[src/design/link_enh_pkg.sv]
// Package: offsets, fields, reset values and carriers for the link enhancement bank
package link_enh_pkg;

    // ==========================================
    // Offsets
    localparam logic [7:0]  ident_off      = 8'h2C;
    localparam logic [7:0]  enh_off        = 8'hF4;
    localparam logic [7:0]  alias_off      = 8'hF8;

    // ==========================================
    // Field layout and reset values
    localparam logic [31:0] enh_wmask      = 32'h0000_3386;
    localparam logic [31:0] enh_reset      = 32'h0000_1000;
    localparam logic [31:0] ident_reset    = 32'h0000_0000;
    localparam int          lvl_lsb        = 12;
    localparam int          music_bit      = 9;
    localparam int          video_bit      = 8;
    localparam int          prio_bit       = 7;
    localparam int          idle_bit       = 2;
    localparam int          speed_bit      = 1;
    localparam logic [1:0]  lvl_full       = 2'h0;
    localparam logic [7:0]  fmt_music      = 8'h10;
    localparam logic [7:0]  fmt_video      = 8'h00;

    typedef struct packed {
        logic        music_stamp_fix_en;
        logic        video_stamp_fix_en;
        logic        async_priority_req_en;
        logic        idle_insertion_en;
        logic        speedup_features_en;
    } feature_t;

    typedef struct packed {
        logic        psel;
        logic        penable;
        logic        pwrite;
        logic [7:0]  paddr;
        logic [31:0] pwdata;
    } apb_req_t;

endpackage : link_enh_pkg

[src/design/link_enh_regs.sv]
// Link enhancement and board identity register bank on APB
//
// The APB register port was chosen for this implementation.
module link_enh_regs
(
    input  wire logic        pclk,                 // Clock, 10 MHz
    input  wire logic        presetn,              // Async reset, active low
    input  wire logic        clk_en,               // Clock enable
    input  wire logic        psel,                 // APB select
    input  wire logic        penable,              // APB enable
    input  wire logic        pwrite,               // APB direction
    input  wire logic [7:0]  paddr,                // APB byte address
    input  wire logic [31:0] pwdata,               // APB write data
    output logic      [31:0] prdata,               // APB read data
    output logic             pready,               // APB ready
    output logic             pslverr,              // APB error
    input  wire logic        phy_feature_gate,     // PHY enhancement gate
    input  wire logic        rom_load,             // EEPROM load strobe
    input  wire logic [31:0] rom_data,             // EEPROM enhancements word
    input  wire logic        tx_underrun,          // Transmit FIFO underrun
    input  wire logic        tx_pkt_done,          // Transmit packet finished
    input  wire logic [7:0]  stream_format_code,   // Format of current stream
    output logic      [1:0]  tx_fifo_start_level,  // Threshold in use
    output logic             stamp_fix_active,     // Stamp fix for this stream
    output link_enh_pkg::feature_t features,       // Gated enable bits
    output logic      [15:0] board_device_code,    // Board device code
    output logic      [15:0] board_vendor_code     // Board vendor code
);
    typedef struct packed {
        logic [31:0]            enh;
        logic [31:0]            ident;
        logic [31:0]            rdata;
        logic                   ready;
        logic                   err;
        logic                   stamp;
        link_enh_pkg::feature_t feat;
    } bank_state_t;

    bank_state_t st_reg;
    bank_state_t st_next;
    logic        setup;
    logic        wr_acc;
    logic        hit_enh;
    logic        hit_id;
    logic [1:0]  lvl_int;
    logic [1:0]  lvl_reg;

    assign setup   = psel && !penable;
    assign hit_enh = paddr == link_enh_pkg::enh_off;
    assign hit_id  = paddr == link_enh_pkg::alias_off || paddr == link_enh_pkg::ident_off;
    assign wr_acc  = psel && penable && st_reg.ready && pwrite;

    // ==========================================
    // Register and bus logic
    always_comb
    begin
        st_next       = st_reg;
        st_next.ready = setup;
        st_next.err   = setup && !(hit_enh || hit_id);
        if (setup)
        begin
            if (pwrite || !(hit_enh || hit_id))
                st_next.rdata = 32'h0000_0000;
            else if (hit_enh)
                st_next.rdata = st_reg.enh & link_enh_pkg::enh_wmask;
            else
                st_next.rdata = st_reg.ident;
        end
        if (rom_load)
            st_next.enh = rom_data & link_enh_pkg::enh_wmask;
        if (wr_acc && hit_enh)
            st_next.enh = pwdata & link_enh_pkg::enh_wmask;
        if (wr_acc && hit_id)
            st_next.ident = pwdata;
        st_next.feat.music_stamp_fix_en    = phy_feature_gate
                                             && st_reg.enh[link_enh_pkg::music_bit];
        st_next.feat.video_stamp_fix_en    = phy_feature_gate
                                             && st_reg.enh[link_enh_pkg::video_bit];
        st_next.feat.async_priority_req_en = phy_feature_gate
                                             && st_reg.enh[link_enh_pkg::prio_bit];
        st_next.feat.idle_insertion_en     = phy_feature_gate
                                             && st_reg.enh[link_enh_pkg::idle_bit];
        st_next.feat.speedup_features_en   = phy_feature_gate
                                             && st_reg.enh[link_enh_pkg::speed_bit];
        st_next.stamp = (st_next.feat.music_stamp_fix_en
                         && stream_format_code == link_enh_pkg::fmt_music)
                     || (st_next.feat.video_stamp_fix_en
                         && stream_format_code == link_enh_pkg::fmt_video);
    end

    always_ff @(posedge pclk or negedge presetn)
    begin
        if (!presetn)
        begin
            st_reg       <= '0;
            st_reg.enh   <= link_enh_pkg::enh_reset;
            st_reg.ident <= link_enh_pkg::ident_reset;
        end
        else if (clk_en)
            st_reg <= st_next;
    end

    // ==========================================
    // Threshold in use
    tx_level_ctl u_lvl
    (
        .pclk       (pclk),
        .presetn    (presetn),
        .clk_en     (clk_en),
        .prog_level (st_reg.enh[link_enh_pkg::lvl_lsb +: 2]),
        .underrun   (tx_underrun),
        .pkt_done   (tx_pkt_done),
        .level      (lvl_int)
    );

    always_ff @(posedge pclk or negedge presetn)
    begin
        if (!presetn)
            lvl_reg <= link_enh_pkg::enh_reset[13:12];
        else if (clk_en)
            lvl_reg <= lvl_int;
    end

    assign tx_fifo_start_level = lvl_reg;
    assign prdata              = st_reg.rdata;
    assign pready              = st_reg.ready;
    assign pslverr             = st_reg.err;
    assign features            = st_reg.feat;
    assign stamp_fix_active    = st_reg.stamp;
    assign board_device_code   = st_reg.ident[31:16];
    assign board_vendor_code   = st_reg.ident[15:0];
endmodule : link_enh_regs

[src/design/tx_level_ctl.sv]
// Threshold tracker: programmed start level until underrun, then full store until pkt_done ends the retry
module tx_level_ctl
(
    input  wire logic       pclk,          // Clock
    input  wire logic       presetn,       // Async reset, active low
    input  wire logic       clk_en,        // Clock enable
    input  wire logic [1:0] prog_level,    // Programmed start level
    input  wire logic       underrun,      // Transmit FIFO underran
    input  wire logic       pkt_done,      // Packet sent, retry over
    output logic      [1:0] level          // Level in use
);
    typedef struct packed {
        logic retry;
    } lvl_state_t;

    lvl_state_t st_reg;
    lvl_state_t st_next;

    always_comb
    begin
        st_next = st_reg;
        if (underrun)
            st_next.retry = 1'b1;
        else if (pkt_done)
            st_next.retry = 1'b0;
    end

    always_ff @(posedge pclk or negedge presetn)
    begin
        if (!presetn)
            st_reg <= '0;
        else if (clk_en)
            st_reg <= st_next;
    end

    assign level = st_reg.retry ? link_enh_pkg::lvl_full : prog_level;
endmodule : tx_level_ctl

[config.mk]
export PLATFORM = sky130hd
export DESIGN_NAME = link_enh_regs
export DESIGN_NICKNAME = d
export VERILOG_FILES = /design/src/design/link_enh_pkg.sv /design/src/design/link_enh_regs.sv /design/src/design/tx_level_ctl.sv
export SDC_FILE = /design/constraint.sdc
export NUM_CORES = 1
export LEC_CHECK = 0
export ABC_AREA = 1
export BUFFER_PORTS_ARGS = -buffer_cell sky130_fd_sc_hd__buf_4
export CELL_PAD_IN_SITES_DETAIL_PLACEMENT = 1
export CELL_PAD_IN_SITES_GLOBAL_PLACEMENT = 2
export CORE_MARGIN = 10
export CORE_UTILIZATION = 27
export DETAILED_ROUTE_END_ITERATION = 6
export GPL_TIMING_DRIVEN = 0
export PLACE_DENSITY_LB_ADDON = 0.08
export SLEW_MARGIN = 5
export SYNTH_ARGS = -nofsm -noshare
export SYNTH_HDL_FRONTEND = slang
export SYNTH_HIERARCHICAL = 1
export SYNTH_SLANG_ARGS = --single-unit
[constraint.sdc]
create_clock -name pclk -period 1.5 [get_ports pclk]
set_input_delay 0.45 -clock pclk [delete_from_list [all_inputs] [get_ports pclk]]
set_output_delay 0.45 -clock pclk [all_outputs]
set_load 0.05 [all_outputs]
# Yosys cells after proc, flatten, opt, wreduce, memory -nomap -nowiden

Index checks and enable logic that the tools add are counted.

Equal/unequal tests: 4
Mux-type cells: 7
Reductions and logical operators: 27

Operator list:

| kind                 | number |
|---|---|
| $mux W32             | 2 |
| $mux W14             | 2 |
| $eq A8 B8 Y1 const B | 2 |
| $logic_and A1 B1 Y1  | 14 |
| $eq A8 B5 Y1 const B | 1 |
| $eq A8 B6 Y1 const B | 1 |
| $logic_not A8 Y1     | 1 |
| $reduce_and A2 Y1    | 4 |
| $logic_or A1 B1 Y1   | 4 |
| $reduce_bool A2 Y1   | 2 |
| $logic_not A1 Y1     | 2 |
| $mux W1              | 2 |
| $mux W2              | 1 |

Register bits after elaboration: 89
Input bits: 90
Output and inout bits: 74
Word-level logic and storage cells: 51

# Depth between registers and ports, before layout

Gate-level depths: netlist of run 1.

Word-level depth: 6
Depth in mapped cells: 9
Depth with buffers taken out: 8

# Hierarchy

Netlist of run 1, hierarchy kept.

By module, submodules not included:

| module        | times used | cells each | area an instance (um2) | seq. area each (um2) |
|---|---|---|---|---|
| link_enh_regs | 1          | 498        | 4182.8                 | 2029.4 |
| tx_level_ctl  | 1          | 9          | 55.1                   | 25.0 |

# Worst setup path after synthesis of run 1

Ideal clock, no wire load.

Kind: register -> register
From: register st_reg, in the netlist pready
To: register st_reg[80] (netlist name)
Setup time: 117 ps
Data arrival time: 1453 ps
Required time: 1383 ps
Setup slack: -69 ps
Stages on the path, launching flop included: 9
Buffers on the path: 1
Clock period less this slack: 1569 ps
Path through: dfrtp_1 nand2_1 nor2_2 nand3_4 buf_2 nand2_1 o21ai_0 nand2_1 nand2_1

Longest elaborated chain between the ends: 5
Elaborated cells between the ends (all ways): 6
Those cells by class: mux: 1; reduce/logical: 5

RTL lines:

| element                              | RTL line             | source |
|---|---|---|
| start, declared                      | link_enh_regs.sv:39  | `bank_state_t st_reg;` |
| start signal, assigned               | link_enh_regs.sv:100 | `st_reg <= st_next;` |
| $logic_and A1 B1 Y1 (*) (2 in a row) | link_enh_regs.sv:51  | `assign wr_acc = psel && penable && st_reg.ready && pwrite;` |
| $logic_and A1 B1 Y1 (*)              | link_enh_regs.sv:71  | `if (wr_acc && hit_enh)` |
| $reduce_bool A2 Y1 (no line)         | -                    |  |
| $reduce_and A2 Y1 (no line)          | -                    |  |

Every way passes the cells marked *; elsewhere a longest branch is shown, timed or not.
A chain may end at the register's enable or synchronous reset.

# Worst setup path after layout of run 1

From: register lvl_reg[0], in the netlist tx_fifo_start_level[0]
To: output port tx_fifo_start_level[0]

RTL lines:

| element                | RTL line             | source |
|---|---|---|
| start, declared        | link_enh_regs.sv:46  | `logic [1:0] lvl_reg;` |
| start signal, assigned | link_enh_regs.sv:119 | `lvl_reg <= link_enh_pkg::enh_reset[13:12];` |
| start signal, assigned | link_enh_regs.sv:121 | `lvl_reg <= lvl_int;` |
| end, declared          | link_enh_regs.sv:23  | `output logic [1:0] tx_fifo_start_level,` |

No word-level cell between the ends.

==> results of run 1 <==
final timing paths:
check                                                   start                                  to  slack, ps  cells after the start
max in group asynchronous                             presetn                  pready$_DFFE_PN0P_        440                      1
max                        tx_fifo_start_level[0]$_DFFE_PN1P_              tx_fifo_start_level[0]         -1                      1
min                                                   presetn    board_vendor_code[4]$_DFFE_PN0P_        300                      1
max reg2reg                                pready$_DFFE_PN0P_              st_reg[79]$_DFFE_PN0P_        100                      7
min reg2reg                tx_fifo_start_level[1]$_DFFE_PN0P_  tx_fifo_start_level[1]$_DFFE_PN0P_        480                      2
min in group pclk                                 tx_underrun            u_lvl/st_reg$_DFFE_PN0P_        310                      3
per-stage QoR:
stage / cell area [sq um] / worst slack [ps] / instances / setup TNS, ps / utilization [%]
finish: 6387 / -1.374 / 911 / -1.374 / 41.71
floorplan: 4239 / 57.82 / 507 / 0 / -
CTS: 6141 / -10.01 / 902 / -10.01 / 40.10
global route: 6387 / -23.52 / 911 / -47.45 / 41.71
global placement: 5539 / -327.7 / 856 / -18210 / 36.17
detailed placement: 5539 / -383.3 / 856 / -20430 / 36.17
cells in the mapped netlist (all sizes together):
| library cell | n | area share (%) |
|---|---|---|
| inv | 61 | 5.4 |
| buf | 87 | 16 |
| nand3 | 42 | 5.7 |
| dfstp | 2 | 1.2 |
| a21oi | 1 | 0.21 |
| clkbuf | 2 | 0.21 |
| nand4 | 1 | 0.15 |
| nor2 | 12 | 1.7 |
| o21ai | 79 | 9.3 |
| dfrtp | 80 | 47 |
| nand2 | 139 | 13 |
| nor3 | 1 | 0.38 |
what timing repair did:
action / 4_1_cts / 5_1_grt
resized for setup: 28 / 52
setup buffers: 30 / 10
pin swaps: 1 / 2
setup endpoints to repair: 59 / 75
hold buffers: 0 / 0
power breakdown:
part	leakage, nW	internal [W]	total (W)	switching (W)
sequential	1.12	0.00227	0.00231	0.0000392
clock	0.138	0.00115	0.00206	0.000909
combinational	2.15	0.000251	0.000593	0.000343
total	3.41	0.00367	0.00496	0.00129
metal layers:
layer / track usage [%] / up-vias / part of all wire, %
met2: 21.30 / 98 / 48
met5: 0 / - / 0
met1: 16.49 / 1794 / 45
li1: - / 1894 / -
met3: 4.781 / 12 / 6.7
met4: 3.337 / 0 / 0.88
kinds of logic (layout without fill, tap and decap cells):
kind of cell | count (synthesis) | count (layout) | share of synthesized area [%]
compound gates | 80 | 80 | 9.537
buf+inv | 150 | 343 | 21.43
flops | 82 | 82 | 48.48
simple gates | 195 | 195 | 20.55
cell type report:
type / instances / area share (%)
Sequential cell: 82 / 32.18
Timing Repair Buffer: 178 / 24.98
Multi-Input combinational cell: 275 / 20.12
Buffer: 88 / 10.75
Tap cell: 211 / 4.133
Clock buffer: 10 / 3.741
Inverter: 61 / 3.585
Clock inverter: 6 / 0.5093
==> results.md, run 1 <==
- LEAKAGE: 3.408 nW
- Final hold violation count: 0
- Worst vdd ir: 0.4307 mV
- Vias in the first global route: 4210
- Area of the multi-input gates: 1285 sq um
- PD cells: 777.1 nW/um^2
- Clock skew: 6.911 ps
- Routed Antenna Nets: 0
- # setup viols final: 1
- Port bufs: 138
- Setup ws final: -1.374 ps
- Synth-to-Final Area Change: 50.72%
- Commonest non-fill, non-tap cell in the layout: buf_4
- Routed vias/inst: 4.169
- Cells after Synth: 507
- DRC: 0
- CP startpoint kind: flop
- Fillers: 1859
- Critical-path top delay cell: dfstp_2
- Most frequent cells in the layout: 181 x buf_4, 134 x nand2_1, 79 x dfrtp_1
- Cell variety after synth: 24
- Yosys warnings: 6
- N_diodes: 0
- Post-DP HPWL: 10280 um
- Crit path cell chain: buf_8
- Grt total ovfl: 0
- Clk slew on worst S/H paths: 60 ps
- Post-Syn Nets: 597
- Arrival time at the worst endpoint: 1050 ps
- First-pass GRT wire length: 22600 um
- GP Congestion: 0.7063
- Failing checks: negative setup slack
- Nets: 785
- Total number of vias: 3798
- Clk Latency, worst-skew pair: 340 ps
- Critical Path Max Stage Delay: 560 ps
- WP buf/inv: 1
- Fin crit share: 100.1%
- #FFs+latches synth: 82
- Antenna violations before repair: 0
- RSZ-0062 raised after global routing: yes
- GRT Resource Usage Total: 13.25%
- Largest net degree at the start of global routing: 83
- I/O pin cnt: 164
- Seq/Total Area, Yosys: 48.48%
- Max H-tree Level: 3
- Fin. max-slew vios: 0
- # rows: 45
- Max Clk Rate: 0.6661 GHz
- CTS Buf Count: 9
- WHS: 297.3 ps
- CP max FO: 2
- Root Driver: clkbuf_16
- Min-delay worst type: in -> async
- Die Y: 145.3 um
- Slew margin rel.: 28.28%
- Crit end category: output pin
- Clock tree buffer depth: 2
- Minimum clock period: 1501 ps
- Max_cap viols: 0
- Status: finished, violations left
- Reg area: 2056 sq um
- Layout cells sized above 1: 42.71%
- Post-Synthesis Cell Area: 4238 sq um
- Pwr Total: 0.004963 W
- Required @ worst endpoint: 1050 ps
- Pre-Repair DR Iteration Count: 4
- Worst path top cell family by delay: flip-flops
- Syn avg cell area: 8.359 sq um
- Slew @ Worst Pin: 1076 ps
- DRT iter0 DRCs: 155
- Crit Path Category: reg -> out
- Max reg flops: 32
- CTS Sinks: 82
- Wire length per cell: 15.32 um
- Core Footprint: 15310 sq um
- Total wire length: 13950 um
- Die area: 21110 sq um
- Die W: 145.3 um
- Starting density of the core: 27.67%
- CTS tree: built
Note: power is estimated with default switching activity, not from simulation.
==> inputs of run 2 (changes only) <==
Clock period 1.5 ns to 1.6 ns, I/O delays scaled along.
==> run 2 against run 1 <==
Compared with the run above: the run now ends clean; setup slack better by 51 ps; flip-flop and latch count stayed put; critical path depth is 1 higher; via count is 4.1% lower; global-route usage is 0.18 points lower; first-iteration DRC count is 0.65% lower; sequential share of layout area is 2.8 points higher; clock skew is 2.6 ps lower; worst hold slack better by 23 ps; die area stayed put; combinational power is 11% lower; critical path type unchanged; largest power group is now clock.
==> results.md, run 2 (synthesized netlist as in run 1, its figures left out) <==
- Max H-tree Level: 3
- Power share of the combinational group: 10.6%
- Clk slew on worst S/H paths: 60 ps
- CTS Buf Count: 9
- Routed vias/inst: 4.171
- Routed Antenna Nets: 0
- Fin crit share: 96.90%
- Grt total ovfl: 0
- Max reg flops: 32
- Clock skew: 4.337 ps
- R2R depth: 7
- Die area: 21110 sq um
- Final hold violation count: 0
- # setup viols final: 0
- PD cells: 846.6 nW/um^2
- Worst vdd ir: 0.5391 mV
- Seq pwr share: 43.5%
- Reg2Reg Launch Point: pready$_DFFE_PN0P_
- CTS Sinks: 82
- Fin. max-slew vios: 0
- CTS tree: built
- Wire length per cell: 15.45 um
- Nets: 748
- Setup ws final: 49.59 ps
- Crit Path Category: reg -> out
- First-pass GRT wire length: 22190 um
- Total number of vias: 3641
- Core Footprint: 15310 sq um
- Clk pwr share: 45.9%
- M3 GR Usage: 4.315%
- N_diodes: 0
- Max_cap viols: 0
- I/O pin cnt: 164
- Most frequent cells in the layout: 210 x buf_4, 135 x nand2_1, 80 x dfrtp_1
- GP Congestion: 0.7205
- Placement Cell Area: 5538 sq um
- Total wire length: 13480 um
- Crit end category: output pin
- GR Util met2: 20.73%
- Max Clk Rate: 0.6450 GHz
- Clk Latency, worst-skew pair: 340 ps
- P_int: 0.003787 W
- Arrival time at the worst endpoint: 1070 ps
- Die W: 145.3 um
- Crit path launch: board_vendor_code[0]$_DFFE_PN0P_
- Synth-to-Final Area Change: 38.77%
- Largest net degree at the start of global routing: 83
- RSZ-0062 raised after global routing: yes
- Vias in the first global route: 4113
- Die Y: 145.3 um
- GRT busiest layer: met2
- DRC: 0
- Layout cells sized above 1: 38.82%
- GRT Resource Usage Total: 13.07%
- CP startpoint kind: flop
- Clock tree buffer depth: 2
- Antenna violations before repair: 0
- R2R setup slack: 190 ps
- Slew margin rel.: 26.47%
- Post-DP HPWL: 10350 um
- LEAKAGE: 3.173 nW
- Commonest non-fill, non-tap cell in the layout: buf_4
- DRT iter0 DRCs: 154
- Port bufs: 138
- CP max FO: 3
- Psw: 0.001191 W
- Switching portion of total power: 23.93%
- Worst slack, placed: -312.2 ps
- Fillers: 1889
- Reg2reg end: st_reg[79]$_DFFE_PN0P_
- Root Driver: clkbuf_16
- Min-delay worst type: in -> async
- Starting density of the core: 27.67%
- Minimum clock period: 1550 ps
- # rows: 45
- Slew @ Worst Pin: 1103 ps
- Post-route cell area: 5881 sq um
- Pre-Repair DR Iteration Count: 4
- Status: completed
- Required @ worst endpoint: 1120 ps
- M1 GR Usage: 16.39%
run 2: changes by cell type in the layout (fill, tap and decap cells not counted), sizes merged:
cell	previous run	this run
bufinv	0	2
clkinvlp	1	0
buf	264	226
clkbuf	12	16
clkinv	5	0
run 2: how the worst max path moves through the flow:
stage	endpoint	slack (ps)	depth (start not counted)
floorplan	st_reg[80]$_DFFE_PN0P_	30	8
CTS	board_vendor_code[0]	30	2
global route	prdata[14]$_DFFE_PN0P_	-5	9
finish	board_vendor_code[0]	50	2
global placement	prdata[6]$_DFFE_PN0P_	-270	9
detailed placement	prdata[4]$_DFFE_PN0P_	-310	9
run 2: timing repair:
item                       CTS  global route
hold buffers                 0             0
buffers inserted             0             2
setup endpoints to repair    0            31
resized for setup            0             6
run 2: worst max-delay path: stages, from the launching register on:
cell and delay [ps]:
dfrtp_1 400, buf_4 150, buf_4 180
run 2: routing by layer:
metal / part of all wire [%] / routed length [um]
met5: 0 / 0
met4: 1.3 / 178
met3: 6.2 / 830
met2: 46 / 6260
met1: 46 / 6215
run 2: area by class of cell:
cell class | instances | area (sq um) | area share (%)
buffer | 89 | 686.9 | 11.68
clock buffer | 13 | 260.3 | 4.426
clock inverter | 2 | 60.06 | 1.021
inverter | 61 | 229.0 | 3.894
multi-input combinational | 275 | 1275 | 21.68
sequential | 82 | 2054 | 34.94
tap | 211 | 264.0 | 4.489
timing repair buffer | 140 | 1051 | 17.87
run 2: power by group through the flow:
stage                     logic, W  clock network (W)  registers (W)
after floorplan           0.000229                  0        0.00223
after global placement    0.000529                  0        0.00220
after detailed placement  0.000538                  0        0.00220
after CTS                 0.000539            0.00234        0.00217
after global routing      0.000586            0.00244        0.00217
final                     0.000525            0.00229        0.00217
run 2: stage by stage:
step / power [W] / std cells / util, % / TNS (ps) / hold WS, ps
5_1_grt: 0.005201 / 873 / 38.40 / -8.649 / 359.6
6_report: 0.004978 / 873 / 38.40 / 0 / 320.4
3_5_place_dp: 0.002741 / 856 / 36.16 / -16310 / 455.9
2_1_floorplan: 0.002455 / 507 / - / 0 / 184.4
4_1_cts: 0.005047 / 871 / 38.25 / 0 / 328.2
3_3_place_gp: 0.002731 / 856 / 36.16 / -14290 / 456.2
==> inputs of run 3 (changes only) <==
Settings changed: CORE_UTILIZATION 27 to 29.
Clock period 1.6 ns to 1.8 ns, I/O delays scaled along.
==> run 3 against run 2 <==
Compared with the run above: sequential power decreased by 12%; global-route usage increased by 0.29 points; register-to-register slack improved by 180 ps; critical path type unchanged; critical endpoint is now tx_fifo_start_level[0]; largest cell class unchanged.
==> results.md, run 3 (synthesized netlist as in run 1, its figures left out) <==
- Required @ worst endpoint: 1260 ps
- Min-delay worst type: in -> async
- Reg2Reg Launch Point: pready$_DFFE_PN0P_
- Util after Layout: 39.96%
- Arrival time at the worst endpoint: 1070 ps
- DRT iter0 DRCs: 138
- Max reg flops: 32
- CTS tree: built
- CTS Sinks: 82
- Starting density of the core: 29.38%
- Number of gates resized after CTS: 0
- Psw: 0.001039 W
- Port bufs: 138
- N_diodes: 0
- Reg2reg end: st_reg[79]$_DFFE_PN0P_
- Setup ws final: 187.7 ps
- Clock tree buffer depth: 2
- Max Clk Rate: 0.6202 GHz
- Routed Antenna Nets: 0
- LEAKAGE: 3.129 nW
- Root Driver: clkbuf_16
- Power share of the combinational group: 11.4%
- # setup viols final: 0
- Vias in the first global route: 3926
- Post-CTS Hold Fix Bufs: 0
- Grt total ovfl: 0
- Worst slack, placed: -134.4 ps
- Clk Latency, worst-skew pair: 340 ps
- CTS Buf Count: 9
- Clk pwr share: 41.4%
- Critical-path top delay cell: dfstp_2
- Core Footprint: 14420 sq um
- Post-route cell area: 5764 sq um
- Clk slew on worst S/H paths: 60 ps
- Worst path top cell family by delay: flip-flops
- Seq pwr share: 47.3%
- RSZ-0062 raised after global routing: no
- # rows: 44
- Critical Path Max Stage Delay: 540 ps
- Max H-tree Level: 3
- Final hold violation count: 0
- Fin crit share: 89.57%
- CP max FO: 2
- R2R setup slack: 370 ps
- Fin. max-slew vios: 0
- Total number of vias: 3625
- Crit end category: output pin
- Status: completed
- Commonest non-fill, non-tap cell in the layout: buf_4
- Clock skew: 3.448 ps
- P_int: 0.003032 W
- Pwr Total: 0.004071 W
- DRC: 0
- GRT Resource Usage Total: 13.36%
- I/O pin cnt: 164
- Largest net degree at the start of global routing: 83
- Post-DP HPWL: 10080 um
- Die area: 19850 sq um
- GP Congestion: 0.7380
- CP startpoint kind: flop
- Postcts setup bufs: 0
- PD cells: 706.3 nW/um^2
- R2R depth: 7
- Antenna violations before repair: 0
- Switching portion of total power: 25.53%
- Slew @ Worst Pin: 1080 ps
- Slew margin rel.: 27.99%
- Die Y: 140.9 um
- Minimum clock period: 1612 ps
- First-pass GRT wire length: 21250 um
- Worst vdd ir: 0.3920 mV
- Crit Path Category: reg -> out
- Die W: 140.9 um
- Synth-to-Final Area Change: 36.02%
- Nets: 746
- Pre-Repair DR Iteration Count: 4
- Total wire length: 13080 um
- WHS: 386.7 ps
- Max_cap viols: 0
- Wire length per cell: 15.52 um
- Crit path cell chain: buf_4
- WP buf/inv: 1
- Routed vias/inst: 4.300
- Layout cells sized above 1: 38.69%
- Most frequent cells in the layout: 207 x buf_4, 135 x nand2_1, 80 x dfrtp_1
- Placement Cell Area: 5504 sq um
run 3: cell count changes in the layout (fill, tap and decap cells not counted):
cell,delta
buf_4,-3
buf_2,+2
bufinv_16,-2
clkbuf_4,-2
clkinv_2,+2
clkbuf_1,-1
clkbuf_2,+1
clkbuf_8,-1
clkinvlp_4,+1
o21ai_0,+1
o21ai_1,-1
run 3: how the worst max path moves through the flow:
stage / start / end / slack (ps) / depth (start not counted)
floorplan: pready$_DFFE_PN0P_ / st_reg[80]$_DFFE_PN0P_ / 230 / 8
global placement: paddr[0] / prdata[6]$_DFFE_PN0P_ / -90 / 9
detailed placement: paddr[0] / prdata[9]$_DFFE_PN0P_ / -130 / 9
CTS: board_device_code[15]$_DFFE_PN0P_ / board_device_code[15] / 170 / 2
global route: paddr[0] / prdata[3]$_DFFE_PN0P_ / 80 / 9
finish: tx_fifo_start_level[0]$_DFFE_PN1P_ / tx_fifo_start_level[0] / 190 / 1
run 3: layer usage:
metal | track usage, % | vias up | wire, um
met5 | 0 | - | 0
met4 | 4.565 | 0 | 177
met3 | 4.266 | 11 | 846
met2 | 20.81 | 91 | 6116
met1 | 17.04 | 1708 | 5943
li1 | - | 1815 | -
run 3: layout make-up:
| cell class | count | area [sq um] |
|---|---|---|
| Timing Repair Buffer | 138 | 1036 |
| Buffer | 89 | 679.4 |
| Multi-Input combinational cell | 275 | 1275 |
| Sequential cell | 82 | 2054 |
| Clock buffer | 11 | 242.7 |
| Tap cell | 184 | 230.2 |
| Fill cell | 1734 | 8660 |
| Clock inverter | 3 | 17.52 |
| Inverter | 61 | 229.0 |
run 3: metrics by stage:
step	TNS (ps)	cells
global placement	-3438	829
global route	0	843
CTS	0	843
finish	0	843
detailed placement	-5414	829
floorplan	0	507
run 3: power by group through the flow:
stage,clock (W),combinational (W),sequential [W]
2_1_floorplan,0,0.000204,0.00198
3_3_place_gp,0,0.000467,0.00196
3_5_place_dp,0,0.000473,0.00196
4_1_cts,0.00174,0.000475,0.00192
5_1_grt,0.00183,0.000518,0.00193
6_report,0.00168,0.000462,0.00192
